$ cat config.mk
export PLATFORM = sky130hd
export DESIGN_NAME = hbppr_top
export DESIGN_NICKNAME = d
export VERILOG_FILES = /design/src/hbppr_pkg.sv /design/src/hbppr_top.sv
export VERILOG_INCLUDE_DIRS = /design/src
export SDC_FILE = /design/constraint.sdc
export NUM_CORES = 1
export LEC_CHECK = 0
export BUFFER_PORTS_ARGS = -buffer_cell sky130_fd_sc_hd__buf_4
export CELL_PAD_IN_SITES_DETAIL_PLACEMENT = 1
export CELL_PAD_IN_SITES_GLOBAL_PLACEMENT = 1
export CORE_MARGIN = 3
export CORE_UTILIZATION = 27
export DETAILED_ROUTE_END_ITERATION = 10
export GPL_ROUTABILITY_DRIVEN = 0
export GPL_TIMING_DRIVEN = 0
export PLACE_DENSITY_LB_ADDON = 0.1
export SLEW_MARGIN = 0
export SYNTH_ARGS = -nofsm -noshare
export SYNTH_HDL_FRONTEND = slang
export SYNTH_SLANG_ARGS = --single-unit
$ cat constraint.sdc
create_clock -name clk -period 5.8 [get_ports clk]
set_input_delay 1.16 -clock clk [delete_from_list [all_inputs] [get_ports clk]]
set_output_delay 1.16 -clock clk [all_outputs]
set_load 0.005 [all_outputs]
$ cat src/hbppr_defines.svh
// Width and constant definitions for the host bus phase, parity and reset block
`ifndef HBPPR_DEFINES_SVH
`define HBPPR_DEFINES_SVH
`define HBPPR_AD_W 32
`define HBPPR_CBE_W 4
`define HBPPR_LANE_W 8
`define HBPPR_CNT_W 8
`define HBPPR_AD_ZERO 32'h0000_0000
`define HBPPR_CBE_ZERO 4'h0
`define HBPPR_CNT_ZERO 8'h00
`define HBPPR_CNT_ONE 8'h01
`define HBPPR_CNT_MAX 8'hff
`define HBPPR_PERR_IDLE 1'b1
`define HBPPR_PERR_ACT 1'b0
`endif

$ cat src/hbppr_pkg.sv
// Types for the host bus phase, parity and reset block
`include "hbppr_defines.svh"
package hbppr_pkg;
  typedef enum logic {HBPPR_IDLE, HBPPR_BUSY} hbppr_bus_e;
  typedef struct packed {
    hbppr_bus_e bus;
    logic [`HBPPR_AD_W-1:0] rx_ad;
    logic [`HBPPR_CBE_W-1:0] rx_cbe;
    logic [`HBPPR_CBE_W-1:0] rx_cmd;
    logic [`HBPPR_AD_W-1:0] rx_lane_data;
    logic rx_addr_phase;
    logic rx_data_phase;
    logic chk_pend;
    logic chk_par;
    logic [`HBPPR_AD_W-1:0] ad_out;
    logic [`HBPPR_CBE_W-1:0] cbe_out;
    logic ad_oe;
    logic par_out;
    logic par_oe;
    logic perr_n_out;
    logic perr_n_oe;
    logic perr_event;
    logic [`HBPPR_CNT_W-1:0] perr_count;
  } hbppr_state_s;
endpackage : hbppr_pkg

$ cat src/hbppr_top.sv
// Host bus signal layer: phase sampling, even parity generation and check, reset and suspend
// Operation
// - Every bus signal is sampled only on the rising bus clock edge.
// - Bus reset floats all outputs and clears internal registers.
// - No function during bus reset; default state after release.
// - Suspend with bus reset floats outputs but keeps register contents.
// - Address/data lines carry address in address phase, data in data phases.
// - Command/byte-enable lines carry command, then per-lane byte enables.
// - Byte enable n qualifies byte lane n, lowest to highest.
// - Even parity is computed over all address/data and command/enable lines.
// - As initiator, parity is driven one clock after what it covers.
// - As target, mismatching parity asserts the parity-error signal.
// - Parity-error signal is driven low only while reporting is enabled.
`timescale 1ns/100ps
`include "hbppr_defines.svh"
module hbppr_top
  import hbppr_pkg::*;
(
  input wire logic clk,
  input wire logic rst,
  input wire logic suspend,
  input wire logic perr_enable,
  input wire logic [`HBPPR_AD_W-1:0] ad_in,
  input wire logic [`HBPPR_CBE_W-1:0] cbe_in,
  input wire logic par_in,
  input wire logic frame_n_in,
  input wire logic irdy_n_in,
  input wire logic trdy_n_in,
  input wire logic tgt_write,
  input wire logic init_drive,
  input wire logic [`HBPPR_AD_W-1:0] init_ad,
  input wire logic [`HBPPR_CBE_W-1:0] init_cbe,
  output logic [`HBPPR_AD_W-1:0] ad_out,
  output logic [`HBPPR_CBE_W-1:0] cbe_out,
  output logic ad_oe,
  output logic cbe_oe,
  output logic par_out,
  output logic par_oe,
  output logic perr_n_out,
  output logic perr_n_oe,
  output logic [`HBPPR_AD_W-1:0] rx_ad,
  output logic [`HBPPR_CBE_W-1:0] rx_cmd,
  output logic [`HBPPR_AD_W-1:0] rx_lane_data,
  output logic rx_addr_phase,
  output logic rx_data_phase,
  output logic perr_event,
  output logic [`HBPPR_CNT_W-1:0] perr_count
);

  hbppr_state_s st;
  hbppr_state_s next_st;
  logic addr_now;
  logic data_now;

  // Even parity: the returned bit makes the total count of ones even
  function automatic logic calc_par(input logic [`HBPPR_AD_W-1:0] ad, input logic [`HBPPR_CBE_W-1:0] cbe);
    calc_par = ^{ad, cbe};
  endfunction : calc_par

  // Byte enables are active low; enable n opens lane n
  function automatic logic [`HBPPR_AD_W-1:0] lane_mask(input logic [`HBPPR_CBE_W-1:0] cbe);
    logic [`HBPPR_AD_W-1:0] m;
    m = `HBPPR_AD_ZERO;
    for (int i = 0; i < `HBPPR_CBE_W; i++) begin
      m[i*`HBPPR_LANE_W +: `HBPPR_LANE_W] = {`HBPPR_LANE_W{~cbe[i]}};
    end
    lane_mask = m;
  endfunction : lane_mask

  always_comb begin
    next_st = st;
    addr_now = (st.bus == HBPPR_IDLE) && !frame_n_in;
    data_now = (st.bus == HBPPR_BUSY) && !irdy_n_in && !trdy_n_in;
    next_st.rx_addr_phase = 1'b0;
    next_st.rx_data_phase = 1'b0;
    next_st.perr_event = 1'b0;
    next_st.chk_pend = 1'b0;
    case (st.bus)
      HBPPR_IDLE: begin
        if (!frame_n_in) begin
          next_st.bus = HBPPR_BUSY;
        end
      end
      HBPPR_BUSY: begin
        if (frame_n_in && (data_now || irdy_n_in)) begin
          next_st.bus = HBPPR_IDLE;
        end
      end
      default: begin
        next_st.bus = HBPPR_IDLE;
      end
    endcase
    if (addr_now) begin
      next_st.rx_ad = ad_in;
      next_st.rx_cbe = cbe_in;
      next_st.rx_cmd = cbe_in;
      next_st.rx_addr_phase = 1'b1;
    end else if (data_now) begin
      next_st.rx_ad = ad_in;
      next_st.rx_cbe = cbe_in;
      next_st.rx_lane_data = ad_in & lane_mask(cbe_in);
      next_st.rx_data_phase = 1'b1;
    end
    // Our own driven phases are not checked; only the far initiator's
    if ((addr_now || (data_now && tgt_write)) && !st.ad_oe) begin
      next_st.chk_pend = 1'b1;
      next_st.chk_par = calc_par(ad_in, cbe_in);
    end
    // Parity for a phase lands one clock after it, so compare against the next PAR
    next_st.perr_n_out = `HBPPR_PERR_IDLE;
    next_st.perr_n_oe = !st.perr_n_out; // Drive high one clock before release
    if (st.chk_pend && (par_in != st.chk_par)) begin
      next_st.perr_event = 1'b1;
      if (st.perr_count != `HBPPR_CNT_MAX) begin
        next_st.perr_count = st.perr_count + `HBPPR_CNT_ONE;
      end
      if (perr_enable) begin
        next_st.perr_n_out = `HBPPR_PERR_ACT;
        next_st.perr_n_oe = 1'b1;
      end
    end
    next_st.ad_oe = init_drive;
    if (init_drive) begin
      next_st.ad_out = init_ad;
      next_st.cbe_out = init_cbe;
    end
    next_st.par_oe = st.ad_oe;
    next_st.par_out = calc_par(st.ad_out, st.cbe_out);
    if (rst) begin
      if (suspend) begin
        // Contents survive; drives, pulses, pending checks and the bus state are dropped
        next_st.bus = HBPPR_IDLE;
        next_st.ad_oe = 1'b0;
        next_st.par_oe = 1'b0;
        next_st.perr_n_oe = 1'b0;
        next_st.perr_n_out = `HBPPR_PERR_IDLE;
        next_st.rx_ad = st.rx_ad;
        next_st.rx_cbe = st.rx_cbe;
        next_st.rx_cmd = st.rx_cmd;
        next_st.rx_lane_data = st.rx_lane_data;
        next_st.ad_out = st.ad_out;
        next_st.cbe_out = st.cbe_out;
        next_st.par_out = st.par_out;
        next_st.chk_par = st.chk_par;
        next_st.perr_count = st.perr_count;
        next_st.chk_pend = 1'b0;
        next_st.perr_event = 1'b0;
        next_st.rx_addr_phase = 1'b0;
        next_st.rx_data_phase = 1'b0;
      end else begin
        next_st = '0;
        next_st.bus = HBPPR_IDLE;
        next_st.perr_n_out = `HBPPR_PERR_IDLE;
      end
    end
  end

  always_ff @(posedge clk) begin
    st <= next_st;
  end

  assign ad_out = st.ad_out;
  assign cbe_out = st.cbe_out;
  assign ad_oe = st.ad_oe;
  assign cbe_oe = st.ad_oe;
  assign par_out = st.par_out;
  assign par_oe = st.par_oe;
  assign perr_n_out = st.perr_n_out;
  assign perr_n_oe = st.perr_n_oe;
  assign rx_ad = st.rx_ad;
  assign rx_cmd = st.rx_cmd;
  assign rx_lane_data = st.rx_lane_data;
  assign rx_addr_phase = st.rx_addr_phase;
  assign rx_data_phase = st.rx_data_phase;
  assign perr_event = st.perr_event;
  assign perr_count = st.perr_count;
endmodule : hbppr_top

==> results.py, run 1 <==
metrics = {
    "run_status": {
        "status": "completed",
    },
    "layout": {
        "n_fill_cell": 2392,
        "post-route-util_pct": 39.3,
        "syn2layout_area_growth_pct": 41.9,
        "drive_gt1_share_pct": 49.4,
        "final_area_um2": 8670,
        "diodes": 0,
        "final_nets": 780,
    },
    "placement": {
        "dp_hpwl_um": 12300,
        "portBuffers": 201,
        "dpl_cell_area_um2": 8060,
    },
    "die": {
        "design.core.area_um2": 22000,
        "initial_utilization_pct": 27.7,
        "dieHeight_um": 156,
        "io_pins": 203,
        "dieArea_um2": 24500,
        "placementRows": 54,
        "die_w_um": 156,
    },
    "sta": {
        "slew_violations": 0,
        "rsz0062_at_grt": "no",
        "setup_viol": 0,
        "period_share_pct": 48.4,
        "min_period_ns": 2.81,
        "hold_viol_final": 0,
        "max_freq_mhz": 356,
        "worst_pin_slew_ns": 1.17,
        "slew_headroom_pct": 21.1,
        "fin_skew_ns": 0.00852,
    },
    "global_routing": {
        "grt_first_pass_wirelength_um": 24000,
        "grt_max_degree": 26,
        "globalRouteOverflowTotal": 0,
        "grt_pass1_vias": 4339,
        "grtUsageTotal_pct": 13.0,
        "antenna_found_initial": 0,
    },
    "yosys": {
        "avgSynthCellArea_um2": 12.9,
        "yosysWarnings": 0,
        "synth-seq-area-share_pct": 59.0,
        "yosysTopAreaCell": "edfxtp_1",
        "synthDominantCellAreaShare_pct": 56.1,
        "syn-cell-area_um2": 6110,
        "synthTopCellsByArea": "edfxtp_1 (56%), buf_4 (14%), xnor2_1 (7.9%)",
        "synth_cells": 474,
        "syn_nets": 557,
        "synth-seq-cells": 123,
        "synth_cell_types": 30,
    },
    "drt": {
        "via_per_inst": 3.90,
        "drtPass1Iterations": 4,
        "ant_nets": 0,
        "num_vias": 3862,
        "drc": 0,
        "drt_iter0_drc": 125,
        "wirelength_um": 15900,
        "wl_per_cell_um": 16.1,
    },
    "clocking": {
        "cts.sinks": 123,
        "cts_tree": "built",
        "path_clk_slew_ns": 0.06,
        "htreeDepth": 4,
        "clockBufferDepth": 2,
        "cts_root_buffer": "clkbuf_16",
        "post_cts_resized": 0,
        "ctsHoldBuffers": 0,
        "cts_setup_buffers": 0,
        "numCtsBuffers": 17,
        "clock_latency_ns": 0.41,
    },
    "worst_hold_path": {
        "hold_class": "flip-flop to flip-flop",
    },
    "setup_path": {
        "cp-end-kind": "flip-flop",
        "crit_fanout": 10,
        "cp.required_ns": 5.83,
        "worstSetupPathType": "input port to flip-flop",
        "start_kind": "input port",
        "cp.arrival_ns": 2.83,
    },
    "pwr": {
        "p_total_w": 0.00274,
        "ir_drop_v": 0.000187,
        "power.density_nw_per_um2": 316,
        "p_leak_nw": 3.65,
    },
    "flow_run": {
        "drv_cap": 0,
    },
}
## power by group
group / switching [W] / internal (W) / total (W)
combinational: 0.000210 / 0.000346 / 0.000557
clock: 0.000377 / 0.000718 / 0.00110
sequential: 0.0000333 / 0.00106 / 0.00109
total: 0.000621 / 0.00212 / 0.00274
## Yosys cell counts
master	instances
nand2b_1	2
nor2b_1	73
xnor2_2	1
o31a_1	1
nor3b_1	1
xnor3_1	4
buf_4	113
xnor2_1	55
nand3_1	2
mux2i_1	1
dfxtp_1	9
nor3_1	2
and2_2	1
nand2_1	6
nor2_1	15
and3_1	3
nor2b_2	1
or3_1	1
nand3b_1	2
inv_1	3
ha_1	1
clkbuf_1	10
a21oi_1	3
or3b_1	1
xor2_1	10
edfxtp_1	114
or4_1	1
and2_1	32
mux2_1	1
o21ai_0	5
## sequential cells by signal, indices dropped and copies added (netlist names), 3 cells and up
signal and flops:
cbe_out 4, rx_lane_data 32, rx_cmd 4, st 3
ad_out 32, rx_ad 32, perr_count 8
## final timing paths
check	startpoint	end	slack, ns	depth (start not counted)
worst max-delay path	rst	perr_count[6]	2.99	3
worst min-delay path	perr_n_out	perr_n_oe	0.47	1
worst max register to register	st[50]	perr_count[6]	3.56	3
worst min register to register	perr_n_out	perr_n_oe	0.47	1
## per-stage QoR
stage | setup TNS (ns) | setup slack (ns) | instances | hold WS, ns
after floorplan | 0 | 1.19 | 474 | 0.450
after global placement | -32.42 | -0.618 | 955 | 0.448
after detailed placement | 0 | 2.44 | 958 | 0.464
after CTS | 0 | 2.89 | 990 | 0.482
after global routing | 0 | 2.79 | 990 | 0.506
final | 0 | 2.99 | 990 | 0.467
## logic make-up (layout without fill, tap and decap cells)
group,after synthesis,after routing,synth area share (%)
DFF,123,123,59.0
muxes,2,2,0.348
and+or+nand+nor,143,143,13.9
xor gates and xnor gates,70,70,11.1
AOI/OAI and AO/OA,9,9,0.799
adders and majority gates,1,1,0.205
buffers and inverters,126,362,14.7
## critical path, stage by stage
cell	delay (ns)
clkbuf_1	0.21
nand3b_1	0.44
o21ai_0	1.02
## layer usage
metal	vias up	track usage, %	share of wire (%)
met1	1841	15.1	41
li1	1906	-	-
met4	0	3.50	0.59
met2	110	22.4	51
met3	5	5.28	7.5
met5	-	0	0
## layout by cell type, fill, tap and decap left out, types with 3 or more instances in the layout
master     netlist  routed
clkinv_2         0       3
a21oi_1          3       3
nand2_1          6       6
inv_1            3       3
nor2b_1         73      73
clkbuf_8         0       4
xnor2_1         55      55
and3_1           3       3
bufinv_16        0       3
o21ai_0          5       3
clkbuf_16        0      17
clkbuf_1        10      13
and2_1          32      32
dfxtp_1          9       9
nor2_1          15      15
xor2_1          10      10
xnor3_1          4       4
buf_4          113     314
edfxtp_1       114     114
## cell type report
type	count	area, um^2	area share [%]
Sequential cell	123	3600	41.6
Multi-Input combinational cell	225	1630	18.8
Timing Repair Buffer	204	1580	18.2
Buffer	123	886	10.2
Clock buffer	24	492	5.67
Tap cell	280	350	4.04
Clock inverter	8	116	1.34
Inverter	3	11.3	0.130
(Power assumes the default switching activity.)
==> inputs of run 2 (changes only) <==
Clock period 5.8 ns to 2.6 ns, I/O delays scaled along.
==> results.py, run 2 (synthesis results as in run 1) <==
metrics = {
    "clocking": {
        "cts.sinks": 123,
        "ctsHoldBuffers": 0,
        "cts_setup_buffers": 0,
        "htreeDepth": 4,
        "clock_latency_ns": 0.41,
        "clockBufferDepth": 2,
        "path_clk_slew_ns": 0.06,
        "cts_tree": "built",
        "post_cts_resized": 0,
        "cts_root_buffer": "clkbuf_16",
        "numCtsBuffers": 17,
    },
    "layout": {
        "syn2layout_area_growth_pct": 42.0,
        "final_common_cell": "buf_4",
        "final_nets": 780,
        "drive_gt1_share_pct": 49.7,
        "n_fill_cell": 2371,
        "final_cell_mix": "buf_4 (314), edfxtp_1 (114), nor2b_1 (73)",
        "diodes": 0,
    },
    "die": {
        "placementRows": 54,
        "initial_utilization_pct": 27.7,
        "io_pins": 203,
        "die_w_um": 156,
        "design.core.area_um2": 22000,
        "dieHeight_um": 156,
        "dieArea_um2": 24500,
    },
    "global_routing": {
        "globalRouteOverflowTotal": 0,
        "grtUsageTotal_pct": 13.1,
        "grt_first_pass_wirelength_um": 24100,
        "grt_pass1_vias": 4310,
        "grt_max_degree": 23,
        "antenna_found_initial": 0,
    },
    "setup_path": {
        "cp-end-kind": "flip-flop",
        "crit_fanout": 9,
        "ff2ff_setup_slack_ns": 0.34,
        "start_kind": "flip-flop",
        "cp.arrival_ns": 2.29,
        "worstRegToRegCells": 3,
        "regToRegStartpoint": "st[50]",
        "worstSetupPathType": "flip-flop to flip-flop",
        "cp.required_ns": 2.62,
        "r2r_end": "perr_count[6]",
    },
    "worst_hold_path": {
        "hold_class": "input port to flip-flop",
        "worstHoldPathCells": 2,
        "hp-start": "perr_enable",
        "min_to": "perr_n_out",
    },
    "placement": {
        "portBuffers": 201,
        "pre_cts_slack_ns": -0.117,
        "dp_hpwl_um": 12300,
    },
    "sta": {
        "min_period_ns": 2.26,
        "setup_viol": 0,
        "holdWs_ns": 0.283,
        "period_share_pct": 87.1,
        "max_freq_mhz": 442,
        "fin_skew_ns": 0.00583,
        "hold_viol_final": 0,
        "worst_pin_slew_ns": 1.18,
        "slew_headroom_pct": 20.6,
        "fin_tns_setup_ns": 0,
        "slew_violations": 0,
        "setup_ws_ns": 0.336,
        "rsz0062_at_grt": "no",
    },
    "drt": {
        "ant_nets": 0,
        "drt_iter0_drc": 107,
        "wl_per_cell_um": 16.1,
        "via_per_inst": 3.93,
        "drtPass1Iterations": 4,
        "num_vias": 3895,
        "wirelength_um": 16000,
        "drc": 0,
    },
    "pwr": {
        "p_total_w": 0.00610,
        "power_frac_seq_pct": 39.8,
        "p_leak_nw": 3.63,
        "ir_drop_v": 0.000400,
        "combPwrFrac_pct": 20.6,
        "p_clk_share_pct": 39.6,
        "power.density_nw_per_um2": 703,
        "p_int_w": 0.00464,
        "netSwitchingPower_w": 0.00146,
        "netSwitchingFraction_pct": 24.0,
    },
    "flow_run": {
        "drv_cap": 0,
    },
    "run_status": {
        "status": "completed",
    },
}
run 2: worst max-delay path by stage:
stage,from,endpoint,slack (ns),cells past startpoint
2_1_floorplan,rst,ad_out[0],0.26,3
3_3_place_gp,rst,rx_ad[19],-0.71,4
3_5_place_dp,rst,perr_count[4],-0.12,3
4_1_cts,st[50],perr_count[1],0.26,3
5_1_grt,st[50],perr_count[2],0.08,3
6_report,st[50],perr_count[6],0.34,3
run 2: layout make-up:
cell class	count	area, um^2	share of cell area (%)
plain buffers	123	886	10.2
clock buffers	17	425	4.90
clock inverters	15	175	2.02
inverters	3	11.3	0.130
multi-input cells	225	1630	18.8
flip-flops and latches	123	3600	41.5
well taps	280	350	4.04
repair buffers	204	1590	18.3
run 2: power by group through the flow:
stage	clock (W)	combinational [W]	sequential [W]
3_5_place_dp	0	0.00129	0.00247
5_1_grt	0.00258	0.00137	0.00245
6_report	0.00241	0.00126	0.00243
3_3_place_gp	0	0.00125	0.00247
4_1_cts	0.00250	0.00130	0.00243
2_1_floorplan	0	0.000746	0.00245
run 2: worst max-delay path, stage by stage (launching register included):
cell and delay, ns:
edfxtp_1 0.38, xor2_1 0.17, nand3b_1 0.31, o21ai_0 1.03
run 2: metrics by stage:
stage / utilization [%] / cells / cell area (um^2)
2_1_floorplan: - / 474 / 6110
3_3_place_gp: 36.2 / 955 / 7970
3_5_place_dp: 36.7 / 958 / 8070
4_1_cts: 39.4 / 990 / 8670
5_1_grt: 39.4 / 990 / 8670
6_report: 39.4 / 990 / 8670
run 2: routing by layer:
layer | vias up | track usage (%) | part of all wire, %
met2 | 108 | 22.6 | 50
met5 | - | 0 | 0
li1 | 1913 | - | -
met4 | 0 | 4.25 | 1.2
met1 | 1864 | 15.3 | 42
met3 | 10 | 4.26 | 6.3
==> inputs of run 3 (changes only) <==
Settings changed: BUFFER_PORTS_ARGS -buffer_cell sky130_fd_sc_hd__buf_4 to -buffer_cell sky130_fd_sc_hd__buf_2.
==> results.py, run 3 (synthesis results as in run 1) <==
metrics = {
    "run_status": {
        "status": "completed",
    },
    "setup_path": {
        "crit_fanout": 9,
        "cp-startpoint": "st[50]",
        "worstRegToRegCells": 3,
        "worst_path_max_delay_cell": "o21ai_0",
        "cp-end-kind": "flip-flop",
        "cp_cell_sequence": "xor2_1, nand3b_1, o21ai_0",
        "regToRegStartpoint": "st[50]",
        "cp.arrival_ns": 2.26,
        "cp.required_ns": 2.62,
        "start_kind": "flip-flop",
        "worstSetupPathType": "flip-flop to flip-flop",
        "r2r_end": "perr_count[1]",
        "cp-endpoint": "perr_count[1]",
        "max_stage_delay_ns": 1.00,
        "ff2ff_setup_slack_ns": 0.36,
    },
    "placement": {
        "portBuffers": 201,
        "pre_cts_slack_ns": -0.116,
        "dp_hpwl_um": 12000,
    },
    "sta": {
        "min_period_ns": 2.24,
        "holdWs_ns": 0.292,
        "worst_pin_slew_ns": 1.14,
        "period_share_pct": 86.1,
        "slew_violations": 0,
        "slew_headroom_pct": 23.2,
        "hold_viol_final": 0,
        "rsz0062_at_grt": "no",
        "fin_skew_ns": 0.00791,
        "setup_ws_ns": 0.361,
        "max_freq_mhz": 447,
        "setup_viol": 0,
    },
    "drt": {
        "num_vias": 3894,
        "via_per_inst": 3.94,
        "drc": 0,
        "drtPass1Iterations": 4,
        "ant_nets": 0,
        "drt_iter0_drc": 106,
        "wl_per_cell_um": 15.9,
        "wirelength_um": 15700,
    },
    "pwr": {
        "p_clk_share_pct": 39.7,
        "ir_drop_v": 0.000420,
        "p_total_w": 0.00590,
        "p_int_w": 0.00450,
        "combPwrFrac_pct": 19.2,
        "netSwitchingFraction_pct": 23.8,
        "power_frac_seq_pct": 41.2,
        "p_leak_nw": 3.47,
        "power.density_nw_per_um2": 726,
        "netSwitchingPower_w": 0.00140,
    },
    "global_routing": {
        "antenna_found_initial": 2,
        "use_met3_pct": 4.34,
        "grtUsageTotal_pct": 13.0,
        "gr-usage-met1_pct": 16.4,
        "grt_pass1_vias": 4300,
        "grt.busiest_layer": "met2",
        "globalRouteOverflowTotal": 0,
        "use_met2_pct": 21.4,
        "grt_max_degree": 26,
        "grt_first_pass_wirelength_um": 24000,
    },
    "clocking": {
        "numCtsBuffers": 17,
        "post_cts_resized": 0,
        "path_clk_slew_ns": 0.06,
        "clock_latency_ns": 0.41,
        "htreeDepth": 4,
        "cts_tree": "built",
        "ctsHoldBuffers": 0,
        "cts.sinks": 123,
        "clockBufferDepth": 2,
        "cts_root_buffer": "clkbuf_16",
        "cts_setup_buffers": 0,
    },
    "flow_run": {
        "drv_cap": 0,
    },
    "worst_hold_path": {
        "hold_class": "input port to flip-flop",
    },
    "die": {
        "placementRows": 54,
        "dieHeight_um": 156,
        "io_pins": 203,
        "dieArea_um2": 24500,
        "initial_utilization_pct": 27.7,
        "design.core.area_um2": 22000,
        "die_w_um": 156,
    },
    "layout": {
        "syn2layout_area_growth_pct": 33.0,
        "final_nets": 780,
        "final_common_cell": "buf_2",
        "drive_gt1_share_pct": 49.3,
        "post-route-util_pct": 36.9,
        "final_cell_mix": "buf_2 (201), edfxtp_1 (114), buf_4 (113)",
    },
}
run 3: per-stage QoR:
stage	TNS (ns)	std cells	area, um^2
floorplan	0	474	6110
global placement	-57.95	955	7470
detailed placement	-1.24	958	7560
CTS	0	988	8120
global route	0	989	8130
finish	0	989	8130
run 3: power by group through the flow:
stage	sequential, W	combinational (W)	clock [W]
finish	0.00243	0.00113	0.00234
global route	0.00245	0.00125	0.00250
CTS	0.00243	0.00118	0.00241
detailed placement	0.00247	0.00117	0
global placement	0.00247	0.00113	0
floorplan	0.00245	0.000746	0
run 3: worst min path at each step:
stage / to / startpoint / cells after the start / slack, ns
after CTS: perr_n_out / perr_enable / 2 / 0.27
final: perr_n_out / perr_enable / 2 / 0.29
after global placement: perr_n_oe / perr_n_out / 1 / 0.44
after detailed placement: perr_n_oe / perr_n_out / 1 / 0.46
after floorplan: perr_n_oe / perr_n_out / 1 / 0.45
after global routing: perr_n_out / perr_enable / 2 / 0.28
run 3: cell type report:
type | count | area, um^2
diodes | 1 | 2.50
plain buffers | 123 | 886
clock buffers | 18 | 429
clock inverters | 12 | 131
fillers | 2410 | 13900
inverters | 3 | 11.3
multi-input cells | 225 | 1630
flip-flops and latches | 123 | 3600
well taps | 280 | 350
repair buffers | 204 | 1080
run 3: critical path, delay by kind of cell, from the launching register on:
kind,cells,cell delay [ns]
xor gates and xnor gates,1,0.17
AOI/OAI and AO/OA,1,1.00
DFF,1,0.39
and+or+nand+nor,1,0.30
run 3: per-layer routing:
metal  vias to the layer above  wire (um)
li1                       1904          -
met4                         2        110
met2                       115       7750
met3                         7        945
met5                         -         13
met1                      1866       6910
